==> config.mk <==
export PLATFORM = sky130hd
export DESIGN_NAME = host_power_reset_keypad_sequencer
export DESIGN_NICKNAME = d
export VERILOG_FILES = /design/src/pwr_seq_pkg.sv /design/src/host_power_reset_keypad_sequencer.sv
export SDC_FILE = /design/constraint.sdc
export NUM_CORES = 1
export LEC_CHECK = 0
export ABC_CLOCK_PERIOD_IN_PS = 6600
export BUFFER_PORTS_ARGS = -buffer_cell sky130_fd_sc_hd__buf_4
export CORE_UTILIZATION = 50
export DETAILED_ROUTE_END_ITERATION = 16
export GPL_TIMING_DRIVEN = 0
export PLACE_DENSITY_LB_ADDON = 0.25
export SETUP_SLACK_MARGIN = 0.1
export SYNTH_ARGS = -nofsm -noshare
export SYNTH_HDL_FRONTEND = slang
export SYNTH_SLANG_ARGS = --single-unit
==> constraint.sdc <==
create_clock -name REF_CLK -period 6.6 [get_ports REF_CLK]
set_clock_uncertainty 0.05 [all_clocks]
set_input_delay 0.66 -clock REF_CLK [delete_from_list [all_inputs] [get_ports REF_CLK]]
set_output_delay 0.66 -clock REF_CLK [all_outputs]
set_load 0.01 [all_outputs]
==> src/pwr_seq_pkg.sv <==
`default_nettype none
package pwr_seq_pkg;
  localparam int unsigned CLK_HZ = 125_000_000;
  localparam int unsigned HOLD_LONG_MS = 4000;
  localparam int unsigned HOLD_SHORT_MS = 250;
  localparam int unsigned RESET_PULSE_MS = 1000;
  localparam int unsigned EXTRA_HOLD_MS = 5000;
  localparam int unsigned UNIT_DIV = 32;
  localparam longint unsigned HOLD_LONG_CYC = longint'(CLK_HZ) * HOLD_LONG_MS / 1000;
  localparam longint unsigned HOLD_SHORT_CYC = longint'(CLK_HZ) * HOLD_SHORT_MS / 1000;
  localparam longint unsigned RESET_PULSE_CYC = longint'(CLK_HZ) * RESET_PULSE_MS / 1000;
  localparam longint unsigned EXTRA_HOLD_CYC = longint'(CLK_HZ) * EXTRA_HOLD_MS / 1000;
  localparam longint unsigned UNIT_CYC = longint'(CLK_HZ) / UNIT_DIV;
  localparam int CNT_W = 32;
  localparam int BIT_RESET_INVERT = 1;
  localparam int BIT_POWER_INVERT = 2;
  localparam int BIT_KEYPAD_RESET = 5;
  localparam int BIT_KEYPAD_POWER_ON = 6;
  localparam int BIT_KEYPAD_POWER_OFF = 7;
  localparam logic [7:0] DEFAULT_PULSE_UNITS = 8'h20;
  localparam logic [7:0] ENABLE_RESET_VALUE = 8'h00;
  localparam logic [2:0] MSG_NONE = 3'h0;
  localparam logic [2:0] MSG_RESET = 3'h1;
  localparam logic [2:0] MSG_POWER_ON = 3'h2;
  localparam logic [2:0] MSG_POWER_OFF = 3'h3;

  typedef enum logic [5:0] {
    ST_IDLE = 6'b00_0001,
    ST_RST_PULSE = 6'b00_0010,
    ST_PON_PULSE = 6'b00_0100,
    ST_POFF_PULSE = 6'b00_1000,
    ST_POFF_EXTRA = 6'b01_0000,
    ST_RESTART = 6'b10_0000
  } state_t;
endpackage : pwr_seq_pkg
`default_nettype wire

==> src/host_power_reset_keypad_sequencer.sv <==
`timescale 1ns/1ps
`default_nettype none
module host_power_reset_keypad_sequencer (
  input wire logic REF_CLK,
  input wire logic SYS_RST,
  input wire logic HOST_POWER_SENSE,
  input wire logic KEY_UPPER_RIGHT,
  input wire logic KEY_LOWER_RIGHT,
  input wire logic CFG_WRITE,
  input wire logic [7:0] CFG_ENABLES,
  input wire logic CFG_LEN_VALID,
  input wire logic [7:0] CFG_PULSE_LEN,
  input wire logic BOOT_STORE,
  input wire logic BOOT_VALID,
  input wire logic [7:0] BOOT_ENABLES,
  input wire logic [7:0] BOOT_PULSE_LEN,
  output logic [7:0] SAVED_ENABLES,
  output logic [7:0] SAVED_PULSE_LEN,
  output logic RESET_LINE_OUT,
  output logic RESET_LINE_OE_N,
  output logic POWER_LINE_OUT,
  output logic POWER_LINE_OE_N,
  output logic [2:0] MESSAGE,
  output logic CMD_LOCKOUT,
  output logic SELF_RESTART
);

  typedef struct packed {
    pwr_seq_pkg::state_t state;
    logic [7:0] enables;
    logic [7:0] pulse_len;
    logic [7:0] saved_en;
    logic [7:0] saved_len;
    logic boot_done;
    logic [1:0][pwr_seq_pkg::CNT_W-1:0] hold;
    logic [pwr_seq_pkg::CNT_W-1:0] timer;
    logic [pwr_seq_pkg::CNT_W-1:0] unit_cnt;
    logic [7:0] units;
    logic [2:0] msg;
    logic restart;
  } regs_t;

  localparam logic [31:0] LONG_C = 32'(pwr_seq_pkg::HOLD_LONG_CYC);
  localparam logic [31:0] SHORT_C = 32'(pwr_seq_pkg::HOLD_SHORT_CYC);
  localparam logic [31:0] RST_C = 32'(pwr_seq_pkg::RESET_PULSE_CYC);
  localparam logic [31:0] EXTRA_C = 32'(pwr_seq_pkg::EXTRA_HOLD_CYC);
  localparam logic [31:0] UNIT_C = 32'(pwr_seq_pkg::UNIT_CYC);
  localparam int KEY_UR = 0;
  localparam int KEY_LR = 1;

  regs_t r;
  regs_t next_r;

  logic [1:0] key_held;
  logic [1:0][pwr_seq_pkg::CNT_W-1:0] hold_next;

  assign key_held = {KEY_LOWER_RIGHT, KEY_UPPER_RIGHT};

  // Hold timers saturate at the long threshold and clear on release.
  // They only run while idle: a key still held when a pulse ends counts
  // again from zero, so one long hold can fire a further pulse.
  for (genvar k = 0; k < 2; k++) begin : g_hold
    assign hold_next[k] = (!key_held[k] || r.state != pwr_seq_pkg::ST_IDLE) ? '0
                        : (r.hold[k] == LONG_C) ? r.hold[k]
                        : r.hold[k] + 1;
  end

  always_comb begin
    next_r = r;
    next_r.restart = 1'b0;
    // Boot settings are adopted once after reset and after each restart, then config writes win
    if (!r.boot_done) begin
      next_r.boot_done = 1'b1;
      if (BOOT_VALID) begin
        next_r.enables = BOOT_ENABLES;
        next_r.pulse_len = BOOT_PULSE_LEN;
      end
    end else if (CFG_WRITE && r.state == pwr_seq_pkg::ST_IDLE) begin
      next_r.enables = CFG_ENABLES;
      if (CFG_LEN_VALID) begin
        next_r.pulse_len = CFG_PULSE_LEN;
      end else begin
        next_r.pulse_len = pwr_seq_pkg::DEFAULT_PULSE_UNITS;
      end
    end

    if (BOOT_STORE && r.state == pwr_seq_pkg::ST_IDLE) begin
      next_r.saved_en = r.enables;
      next_r.saved_len = r.pulse_len;
    end

    next_r.hold = hold_next;

    unique case (r.state)
      pwr_seq_pkg::ST_IDLE: begin
        next_r.timer = '0;
        next_r.unit_cnt = '0;
        next_r.units = '0;
        // Reset wins over power-on, which wins over power-off
        if (r.enables[pwr_seq_pkg::BIT_KEYPAD_RESET] && HOST_POWER_SENSE
            && r.hold[KEY_UR] == LONG_C) begin
          next_r.state = pwr_seq_pkg::ST_RST_PULSE;
          next_r.msg = pwr_seq_pkg::MSG_RESET;
        end else if (r.enables[pwr_seq_pkg::BIT_KEYPAD_POWER_ON] && !HOST_POWER_SENSE
            && r.hold[KEY_UR] >= SHORT_C) begin
          next_r.state = pwr_seq_pkg::ST_PON_PULSE;
          next_r.msg = pwr_seq_pkg::MSG_POWER_ON;
        end else if (r.enables[pwr_seq_pkg::BIT_KEYPAD_POWER_OFF] && HOST_POWER_SENSE
            && r.hold[KEY_LR] == LONG_C) begin
          next_r.state = pwr_seq_pkg::ST_POFF_PULSE;
          next_r.msg = pwr_seq_pkg::MSG_POWER_OFF;
        end
      end
      pwr_seq_pkg::ST_RST_PULSE: begin
        // Fixed length; the length byte only shapes power pulses
        next_r.timer = r.timer + 1;
        if (r.timer == RST_C - 1) begin
          next_r.state = pwr_seq_pkg::ST_RESTART;
        end
      end
      pwr_seq_pkg::ST_PON_PULSE, pwr_seq_pkg::ST_POFF_PULSE: begin
        // Pulse length counted in 1/32 s units
        if (r.unit_cnt == UNIT_C - 1) begin
          next_r.unit_cnt = '0;
          next_r.units = r.units + 8'h01;
          if (r.units + 8'h01 >= r.pulse_len) begin
            if (r.state == pwr_seq_pkg::ST_PON_PULSE) begin
              next_r.state = pwr_seq_pkg::ST_RESTART;
            end else if (KEY_LOWER_RIGHT) begin
              next_r.state = pwr_seq_pkg::ST_POFF_EXTRA;
            end else begin
              next_r.state = pwr_seq_pkg::ST_IDLE;
              next_r.msg = pwr_seq_pkg::MSG_NONE;
            end
          end
        end else begin
          next_r.unit_cnt = r.unit_cnt + 1;
        end
      end
      pwr_seq_pkg::ST_POFF_EXTRA: begin
        // Extra drive ends on release or at the limit, whichever comes first
        next_r.timer = r.timer + 1;
        if (!KEY_LOWER_RIGHT || r.timer == EXTRA_C - 1) begin
          next_r.state = pwr_seq_pkg::ST_IDLE;
          next_r.msg = pwr_seq_pkg::MSG_NONE;
        end
      end
      pwr_seq_pkg::ST_RESTART: begin
        // One-cycle restart request; settings survive via the boot copy
        next_r.restart = 1'b1;
        next_r.state = pwr_seq_pkg::ST_IDLE;
        next_r.msg = pwr_seq_pkg::MSG_NONE;
        next_r.boot_done = 1'b0;
        next_r.enables = r.saved_en;
        next_r.pulse_len = r.saved_len;
      end
      default: next_r.state = pwr_seq_pkg::ST_IDLE;
    endcase
  end

  // Synchronous reset returns every field to its power-up value
  always_ff @(posedge REF_CLK) begin
    if (SYS_RST) begin
      r <= '{
        state: pwr_seq_pkg::ST_IDLE,
        enables: pwr_seq_pkg::ENABLE_RESET_VALUE,
        pulse_len: pwr_seq_pkg::DEFAULT_PULSE_UNITS,
        saved_en: pwr_seq_pkg::ENABLE_RESET_VALUE,
        saved_len: pwr_seq_pkg::DEFAULT_PULSE_UNITS,
        boot_done: 1'b0,
        hold: '0,
        timer: '0,
        unit_cnt: '0,
        units: '0,
        msg: pwr_seq_pkg::MSG_NONE,
        restart: 1'b0
      };
    end else begin
      r <= next_r;
    end
  end

  logic rst_active;
  logic pwr_active;

  assign rst_active = (r.state == pwr_seq_pkg::ST_RST_PULSE);
  assign pwr_active = (r.state == pwr_seq_pkg::ST_PON_PULSE)
                    || (r.state == pwr_seq_pkg::ST_POFF_PULSE)
                    || (r.state == pwr_seq_pkg::ST_POFF_EXTRA);

  // Enable low means driving; floating otherwise
  assign RESET_LINE_OE_N = !rst_active;
  assign POWER_LINE_OE_N = !pwr_active;

  // Levels come from the enable register, frozen while a pulse runs,
  // so a driven line never changes level mid-pulse
  assign RESET_LINE_OUT = r.enables[pwr_seq_pkg::BIT_RESET_INVERT];
  assign POWER_LINE_OUT = r.enables[pwr_seq_pkg::BIT_POWER_INVERT];
  assign MESSAGE = r.msg;

  // Commands are refused from the end of a reset or power-on pulse until restart
  assign CMD_LOCKOUT = (r.state == pwr_seq_pkg::ST_RESTART);
  assign SELF_RESTART = r.restart;

  assign SAVED_ENABLES = r.saved_en;
  assign SAVED_PULSE_LEN = r.saved_len;
endmodule : host_power_reset_keypad_sequencer
`default_nettype wire

==> results of run 1 <==
cells in the mapped netlist, drive strengths merged (4+ instances only):
| master | n | share of area |
|---|---|---|
| o31a | 9 | 0.0087 |
| clkbuf | 48 | 0.020 |
| nand3 | 54 | 0.030 |
| nor4 | 20 | 0.018 |
| mux2 | 4 | 0.0049 |
| a311oi | 5 | 0.0048 |
| a32o | 5 | 0.0055 |
| xor2 | 39 | 0.038 |
| a211oi | 16 | 0.013 |
| and2 | 16 | 0.011 |
| ha | 16 | 0.022 |
| and3 | 28 | 0.020 |
| nor3 | 29 | 0.016 |
| o21ai | 47 | 0.026 |
| o211ai | 6 | 0.0049 |
| nor4b | 9 | 0.0087 |
| nand4 | 32 | 0.023 |
| a221oi | 6 | 0.0058 |
| nor2 | 174 | 0.072 |
| xnor2 | 29 | 0.028 |
| or4 | 9 | 0.0082 |
| o211a | 4 | 0.0044 |
| o31ai | 5 | 0.0041 |
| a31oi | 8 | 0.0055 |
| dfxtp | 178 | 0.39 |
| nand2 | 123 | 0.051 |
| inv | 26 | 0.011 |
| nor2b | 5 | 0.0034 |
| o311ai | 4 | 0.0038 |
| buf | 27 | 0.020 |
| mux2i | 15 | 0.016 |
| nand4b | 7 | 0.0067 |
| nand3b | 6 | 0.0049 |
| or3 | 17 | 0.012 |
| a21oi | 81 | 0.045 |
worst min-delay path by stage:
| stage | start | to | slack [ps] | cells past startpoint |
|---|---|---|---|---|
| 3_3_place_gp | r[169] | SAVED_ENABLES[4] | 400 | 2 |
| 4_1_cts | r[165] | SAVED_ENABLES[0] | 410 | 2 |
| 5_1_grt | r[158] | SAVED_PULSE_LEN[1] | 450 | 2 |
| 2_1_floorplan | r[165] | SAVED_ENABLES[0] | 380 | 2 |
| 6_report | r[165] | SAVED_ENABLES[0] | 400 | 2 |
| 3_5_place_dp | r[165] | SAVED_ENABLES[0] | 400 | 2 |
logic make-up after synthesis:
kind of cell,Yosys count,synth area share
mux,19,0.0214
simple gates,547,0.301
buf+inv,101,0.0507
fa+ha+maj,16,0.0220
compound gates,214,0.148
xor+xnor,68,0.0654
other cells,1,0.000412
flops,178,0.391
worst reg2reg max path, stage by stage (launching register included):
cell and delay (ps):
dfxtp_1 400, ha_1 160, nor4b_1 310, nand4_1 260, o31ai_1 1010, clkbuf_1 510
buf_2 360, o21ai_0 130, a21oi_1 190, nor2_1 70
per-layer routing:
| layer | vias to the layer above | GRT usage |
|---|---|---|
| li1 | 4222 | - |
| met1 | 3926 | 0.339 |
| met2 | 296 | 0.412 |
| met3 | 20 | 0.0581 |
| met4 | 0 | 0.0696 |
| met5 | - | 0 |
power groups by stage:
stage | Sequential (uW) | Clock, uW | Combinational, uW
after detailed placement | 1190 | 0 | 799
after floorplan | 1170 | 0 | 542
after CTS | 1160 | 1100 | 804
after global placement | 1180 | 0 | 786
final | 1160 | 1090 | 808
after global routing | 1170 | 1150 | 890
state kept, by name (all words and copies together) (netlist names):
register,flops
r,157
SAVED_ENABLES,8
RESET_LINE_OUT,1
MESSAGE,2
SELF_RESTART,1
POWER_LINE_OUT,1
SAVED_PULSE_LEN,8
metrics by stage:
stage / worst slack, ps / instance area [um^2]
floorplan: 4160 / 9110
global placement: 3270 / 9860
detailed placement: 3210 / 9860
CTS: 3130 / 10500
global route: 2790 / 10500
finish: 3020 / 10500
area by class of cell:
cell class	instances	share of cell area
inverters	26	0.00930
flip-flops and latches	178	0.339
clock buffers	19	0.0431
multi-input cells	865	0.484
plain buffers	75	0.0347
well taps	225	0.0268
clock inverters	13	0.0175
repair buffers	63	0.0451
==> results.sh, run 1 <==
export IMPL_cts_max_level=4
export IMPL_gp_congestion=0.864
export IMPL_clock_root_buffer="clkbuf_16"
export IMPL_timing_rr_end="r[14]"
export IMPL_r2r_start="r[12]"
export IMPL_ys_ff_latch=178
export IMPL_clk_latency_ps=430
export IMPL_finalCritPeriodShare=0.542
export IMPL_drc_errors=0
export IMPL_layout_commonest_cell="dfxtp_1"
export IMPL_async_reset_ff_frac=0
export IMPL_post_synth_cell_area_avg_um2=7.96
export IMPL_cts_buffer_depth=2
export IMPL_grt_pass1_vias=7605
export IMPL_drive_gt1_frac=0.111
export IMPL_postCtsHoldBufs=0
export IMPL_power_density_nw_per_um2=291
export IMPL_dr_total_vias=8464
export IMPL_final_seq_area_um2=3560
export IMPL_cpPeakStageDelay_ps=1010
export IMPL_layout_cells_non_filler=1464
export IMPL_wl_met2_um=10600
export IMPL_swShare=0.333
export IMPL_synth_edf_count=0
export IMPL_dieArea_um2=18800
export IMPL_hold_slack_ps=404
export IMPL_post_route_util=0.599
export IMPL_leakagePower_uw=0.00376
export IMPL_core_area_um2=17500
export IMPL_path_clk_slew_ps=70
export IMPL_endpoint_kind="flop"
export IMPL_gr_total_overflow=0
export IMPL_crit_chain="ha_1, nor4b_1, nand4_1, o31ai_1, clkbuf_1, buf_2, o21ai_0, a21oi_1, nor2_1"
export IMPL_synth_cells=1144
export IMPL_drv_cap=0
export IMPL_postRouteWirelength_um=23000
export IMPL_die_width_um=137
export IMPL_worst_pin_slew_ps=1150
export IMPL_dp_cells=1432
export IMPL_postRouteAntennaNets=0
export IMPL_grtUsageTotal=0.255
export IMPL_power_uw=3060
export IMPL_layout_nets=1283
export IMPL_cts_tree="done"
export IMPL_wl_per_cell_um=15.7
export IMPL_die_h_um=137
export IMPL_power_share_clock=0.356
export IMPL_ys_types=66
export IMPL_path_buf_inv=2
export IMPL_diodes=0
export IMPL_cp_arrival_ps=3820
export IMPL_n_fill_cell=1596
export IMPL_rsz0062_at_grt="no"
export IMPL_cts_setup_buffers=0
export IMPL_numCtsBuffers=17
export IMPL_internal_power_uw=2040
export IMPL_hold_path_class="reg2reg"
export IMPL_maxSlewViolCount=0
export IMPL_setup_tns_ps=0
export IMPL_hpwl_um=16200
export IMPL_ios=66
export IMPL_slew_headroom=0.230
export IMPL_ys_flop_type="dfxtp_1"
export IMPL_drt_first_pass_iters=5
export IMPL_worstPathRequired_ps=6840
export IMPL_rows=48
export IMPL_vdd_drop_max_mv=0.221
export IMPL_seq_area_frac_synth=0.391
export IMPL_area_growth_pct=15.3
export IMPL_multiInputGateArea_um2=5080
export IMPL_cp_startpoint="r[12]"
export IMPL_power_frac_comb=0.264
export IMPL_port_buffers=63
export IMPL_crit_cells=9
export IMPL_cts_sinks=178
export IMPL_synthesis_nets=1201
export IMPL_crit_type="reg2reg"
export IMPL_antenna_found_initial=0
export IMPL_layout_min_cycle_time_ps=3580
export IMPL_synth_area_um2=9110
export IMPL_grt_max_degree=17
export IMPL_final_cell_mix="dfxtp_1, nor2_1, nand2_1, buf_4, a21oi_1"
export IMPL_drt_met1_wl_um=10600
export IMPL_outcome="complete, no violations"
export IMPL_setup_viol=0
export IMPL_cts_resized=0
export IMPL_slowest_stage="o31ai_1"
export IMPL_routed_wl_met3_um=1600
export IMPL_grt_pass1_wl_um=37700
export IMPL_yosysWarnings=0
export IMPL_regToRegSetupSlack_ps=3020
export IMPL_seqPwrFrac=0.380
export IMPL_r2r_cells=9
export IMPL_cp_top_family="compound AO/OA/AOI/OAI gates"
export IMPL_finalHoldViolCount=0
export IMPL_path_max_fanout=10
export IMPL_drtIter0Drc=618
export IMPL_initial_core_util=0.519
export IMPL_fmax_mhz=279
export IMPL_routed_via_density=5.78
export IMPL_startpoint_type="flop"
export IMPL_setup_worst_path_end="r[14]"
export IMPL_top_layer_used="met4"
export IMPL_p_sw_uw=1020
Note: power is estimated with default switching activity, not from simulation.
==> run 2, diff against run 1 <==
Settings changed: ABC_CLOCK_PERIOD_IN_PS 6600 to 3600.
Clock period 6.6 ns to 3.6 ns, I/O delays scaled along.
==> results.sh, run 2 (synthesis results as in run 1) <==
export IMPL_outcome="complete, no violations"
export IMPL_finalHoldViolCount=0
export IMPL_dieArea_um2=18800
export IMPL_cts_setup_buffers=0
export IMPL_drc_errors=0
export IMPL_cts_max_level=4
export IMPL_gp_congestion=0.864
export IMPL_die_h_um=137
export IMPL_cts_buffer_depth=2
export IMPL_dr_total_vias=8506
export IMPL_crit_type="reg2reg"
export IMPL_ios=66
export IMPL_drive_gt1_frac=0.111
export IMPL_endpoint_kind="flop"
export IMPL_cpPeakStageDelay_ps=540
export IMPL_path_clk_slew_ps=70
export IMPL_r2r_start="r[12]"
export IMPL_regMostFlops="r"
export IMPL_final_cell_mix="dfxtp_1, nor2_1, nand2_1, buf_4, a21oi_1"
export IMPL_whs_endpoint="r[82]"
export IMPL_rows=48
export IMPL_postCtsHoldBufs=0
export IMPL_slew_headroom=0.381
export IMPL_grtUsageTotal=0.255
export IMPL_setup_viol=0
export IMPL_startpoint_type="flop"
export IMPL_wl_per_cell_um=15.7
export IMPL_cts_tree="done"
export IMPL_vdd_drop_max_mv=0.405
export IMPL_cts_sinks=178
export IMPL_min_from="KEY_UPPER_RIGHT"
export IMPL_rsz0062_at_grt="no"
export IMPL_leakagePower_uw=0.00376
export IMPL_core_area_um2=17500
export IMPL_finalCritPeriodShare=0.881
export IMPL_area_growth_pct=15.4
export IMPL_r2r_cells=9
export IMPL_grt_pass1_wl_um=37700
export IMPL_final_seq_area_um2=3560
export IMPL_worstHoldPathCells=3
export IMPL_grt_pass1_vias=7605
export IMPL_layout_min_cycle_time_ps=3170
export IMPL_drt_first_pass_iters=7
export IMPL_layout_nets=1283
export IMPL_power_density_nw_per_um2=534
export IMPL_cp_arrival_ps=3410
export IMPL_n_fill_cell=1597
export IMPL_cts_resized=0
export IMPL_die_width_um=137
export IMPL_multiInputGateArea_um2=5090
export IMPL_drtIter0Drc=587
export IMPL_regToRegSetupSlack_ps=430
export IMPL_drv_cap=0
export IMPL_layout_commonest_cell="dfxtp_1"
export IMPL_fmax_mhz=315
export IMPL_clock_root_buffer="clkbuf_16"
export IMPL_grt_max_degree=17
export IMPL_antenna_found_initial=0
export IMPL_worst_pin_slew_ps=919
export IMPL_worstPathRequired_ps=3840
export IMPL_timing_rr_end="r[14]"
export IMPL_clk_latency_ps=430
export IMPL_fin_area_um2=10500
export IMPL_path_max_fanout=10
export IMPL_cp_top_family="compound AO/OA/AOI/OAI gates"
export IMPL_initial_core_util=0.519
export IMPL_hpwl_um=16200
export IMPL_postRouteWirelength_um=23000
export IMPL_diodes=0
export IMPL_port_buffers=63
export IMPL_maxSlewViolCount=0
export IMPL_slowest_stage="o31ai_4"
export IMPL_postRouteAntennaNets=0
export IMPL_dpl_cell_area_um2=9860
export IMPL_routed_via_density=5.81
export IMPL_hold_path_class="in2reg"
export IMPL_gr_total_overflow=0
export IMPL_numCtsBuffers=17
export IMPL_path_buf_inv=2
export IMPL_crit_chain="ha_1, nor4b_1, nand4_1, o31ai_4, clkbuf_1, buf_2, o21ai_0, a21oi_1, nor2_1"
export IMPL_largest_reg_flops=157
export IMPL_setup_tns_ps=0
## run 2: changes by cell type in the layout (fill, tap and decap cells not counted)
cell,delta
o31ai_1,-1
o31ai_4,+1
## run 2: worst max path at each step
stage | from | endpoint | slack, ps | cells after the start
global route | r[175] | r[172] | 230 | 10
floorplan | r[126] | r[178] | 1160 | 8
finish | r[12] | r[14] | 430 | 9
global placement | r[12] | r[27] | 270 | 9
CTS | r[12] | r[14] | 130 | 9
detailed placement | r[12] | r[14] | 210 | 9
## run 2: layout make-up
type | instances | share of cell area
multi-input cells | 865 | 0.485
repair buffers | 63 | 0.0450
plain buffers | 75 | 0.0346
clock inverters | 13 | 0.0175
inverters | 26 | 0.00928
clock buffers | 19 | 0.0431
flip-flops and latches | 178 | 0.339
well taps | 225 | 0.0268
## run 2: metal layers
layer | global-route usage | wire length [um] | up-vias
met5 | 0 | 0 | -
met4 | 0.0696 | 244 | 0
li1 | - | - | 4233
met2 | 0.412 | 10600 | 276
met1 | 0.339 | 10600 | 3973
met3 | 0.0581 | 1570 | 24
## run 2: worst min-delay path, cell delays in order
cell	delay, ps
buf_4	110
nand2_1	130
a21oi_1	50
## run 2: through the flow
stage / total power (uW) / setup WS [ps] / hold slack, ps / std cells / util
after floorplan: 3140 / 1160 / 382 / 1144 / -
after global placement: 3610 / 268 / 396 / 1432 / 0.562
after detailed placement: 3640 / 210 / 398 / 1432 / 0.562
after CTS: 5620 / 133 / 216 / 1464 / 0.599
after global routing: 5880 / 232 / 223 / 1464 / 0.599
final: 5610 / 430 / 226 / 1464 / 0.599
## run 2: where the power goes
| group | internal [uW] | switching, uW | total (uW) |
|---|---|---|---|
| clock network | 1200 | 798 | 2000 |
| registers | 2060 | 73.6 | 2130 |
| logic | 489 | 998 | 1490 |
| total | 3740 | 1870 | 5610 |
==> run 3, diff against run 2 <==
Settings changed: PLACE_DENSITY set to 0.72, PLACE_DENSITY_LB_ADDON 0.25 to not set.
==> results.sh, run 3 (synthesis results as in run 1) <==
export IMPL_endpoint_kind="flop"
export IMPL_p_sw_uw=1910
export IMPL_grt_pass1_vias=7601
export IMPL_drtIter0Drc=609
export IMPL_cts_sinks=178
export IMPL_n_fill_cell=1623
export IMPL_setup_tns_ps=0
export IMPL_hold_slack_ps=234
export IMPL_drive_gt1_frac=0.110
export IMPL_cts_resized=0
export IMPL_postRouteAntennaNets=0
export IMPL_gp_congestion=0.851
export IMPL_die_width_um=137
export IMPL_postRouteWirelength_um=23100
export IMPL_drv_cap=0
export IMPL_crit_type="reg2reg"
export IMPL_slowest_stage="o31ai_2"
export IMPL_grt_pass1_wl_um=37400
export IMPL_leakagePower_uw=0.00373
export IMPL_ios=66
export IMPL_dr_total_vias=8474
export IMPL_seqPwrFrac=0.393
export IMPL_vdd_drop_max_mv=0.373
export IMPL_startpoint_type="flop"
export IMPL_hpwl_um=16500
export IMPL_grt_max_degree=17
export IMPL_layout_nets=1283
export IMPL_layout_min_cycle_time_ps=3200
export IMPL_layout_commonest_cell="dfxtp_1"
export IMPL_numCtsBuffers=17
export IMPL_power_density_nw_per_um2=519
export IMPL_rsz0062_at_grt="no"
export IMPL_worstPathRequired_ps=3850
export IMPL_gr_total_overflow=0
export IMPL_grtUsageTotal=0.253
export IMPL_slew_headroom=0.388
export IMPL_die_h_um=137
export IMPL_crit_chain="ha_1, nor4b_1, nand4_1, o31ai_2, clkbuf_1, buf_2, o21ai_0, a21oi_1, nor2_1"
export IMPL_place_ws_ps=200
export IMPL_cpPeakStageDelay_ps=720
export IMPL_largest_reg_flops=157
export IMPL_internal_power_uw=3510
export IMPL_regMostFlops="r"
export IMPL_maxSlewViolCount=0
export IMPL_postCtsHoldBufs=0
export IMPL_core_area_um2=17500
export IMPL_cts_tree="done"
export IMPL_setup_viol=0
export IMPL_power_share_clock=0.331
export IMPL_clk_latency_ps=440
export IMPL_antenna_found_initial=1
export IMPL_outcome="complete, no violations"
export IMPL_hold_path_class="in2reg"
export IMPL_initial_core_util=0.519
export IMPL_swShare=0.352
export IMPL_port_buffers=63
export IMPL_area_growth_pct=14.6
export IMPL_finalHoldViolCount=0
export IMPL_drt_first_pass_iters=6
export IMPL_fin_ws_ps=396
export IMPL_wl_per_cell_um=15.8
export IMPL_rows=48
export IMPL_routed_via_density=5.78
export IMPL_finalCritPeriodShare=0.890
export IMPL_cp_arrival_ps=3460
export IMPL_dieArea_um2=18800
export IMPL_path_clk_slew_ps=70
export IMPL_path_max_fanout=10
export IMPL_cts_setup_buffers=0
export IMPL_fmax_mhz=312
export IMPL_cts_max_level=4
export IMPL_final_cell_mix="dfxtp_1, nor2_1, nand2_1, buf_4, a21oi_1"
export IMPL_clock_root_buffer="clkbuf_16"
export IMPL_cts_buffer_depth=2
export IMPL_path_buf_inv=2
export IMPL_worst_pin_slew_ps=895
export IMPL_cp_top_family="compound AO/OA/AOI/OAI gates"
export IMPL_drc_errors=0
export IMPL_power_frac_comb=0.276
export IMPL_post_route_util=0.595
run 3: path summary, 6_finish.rpt:
check                  start               end  slack [ps]  cells after the start
max                    r[12]             r[14]         400                      9
min          KEY_UPPER_RIGHT             r[91]         230                      3
max reg2reg            r[12]             r[14]         400                      9
min reg2reg           r[168]  SAVED_ENABLES[3]         410                      2
run 3: cell type report:
type | instances | area, um^2 | share of cell area
Multi-Input combinational cell | 865 | 5090 | 0.488
Sequential cell | 178 | 3560 | 0.342
Timing Repair Buffer | 63 | 473 | 0.0453
Clock buffer | 19 | 433 | 0.0415
Buffer | 75 | 364 | 0.0349
Tap cell | 225 | 282 | 0.0270
Clock inverter | 13 | 130 | 0.0125
Inverter | 26 | 97.6 | 0.00936
Antenna cell | 1 | 2.50 | 0.000240
run 3: power by group through the flow:
stage | Sequential (uW) | Clock (uW) | Combinational, uW
after global routing | 2140 | 1900 | 1650
after global placement | 2170 | 0 | 1460
after floorplan | 2150 | 0 | 994
after CTS | 2130 | 1810 | 1480
after detailed placement | 2170 | 0 | 1470
final | 2130 | 1790 | 1490
run 3: worst reg2reg max path: cells and delay by family (launching register included):
kind | cells | cell delay [ps]
compound gates | 3 | 1020
fa+ha+maj | 1 | 160
buf+inv | 2 | 840
flops | 1 | 390
simple gates | 3 | 620
run 3: stage by stage:
| step | instance area, um^2 | cells | total power (uW) |
|---|---|---|---|
| final | 10400 | 1465 | 5420 |
| after global routing | 10400 | 1465 | 5680 |
| after CTS | 10400 | 1464 | 5410 |
| after detailed placement | 9860 | 1432 | 3640 |
| after global placement | 9860 | 1432 | 3630 |
| after floorplan | 9110 | 1144 | 3140 |
run 3: routing by layer:
| layer | vias up | part of all wire | track usage |
|---|---|---|---|
| met5 | - | 0 | 0 |
| met4 | 0 | 0.021 | 0.0940 |
| met3 | 41 | 0.057 | 0.0526 |
| met2 | 226 | 0.45 | 0.391 |
| met1 | 3989 | 0.47 | 0.345 |
| li1 | 4218 | - | - |
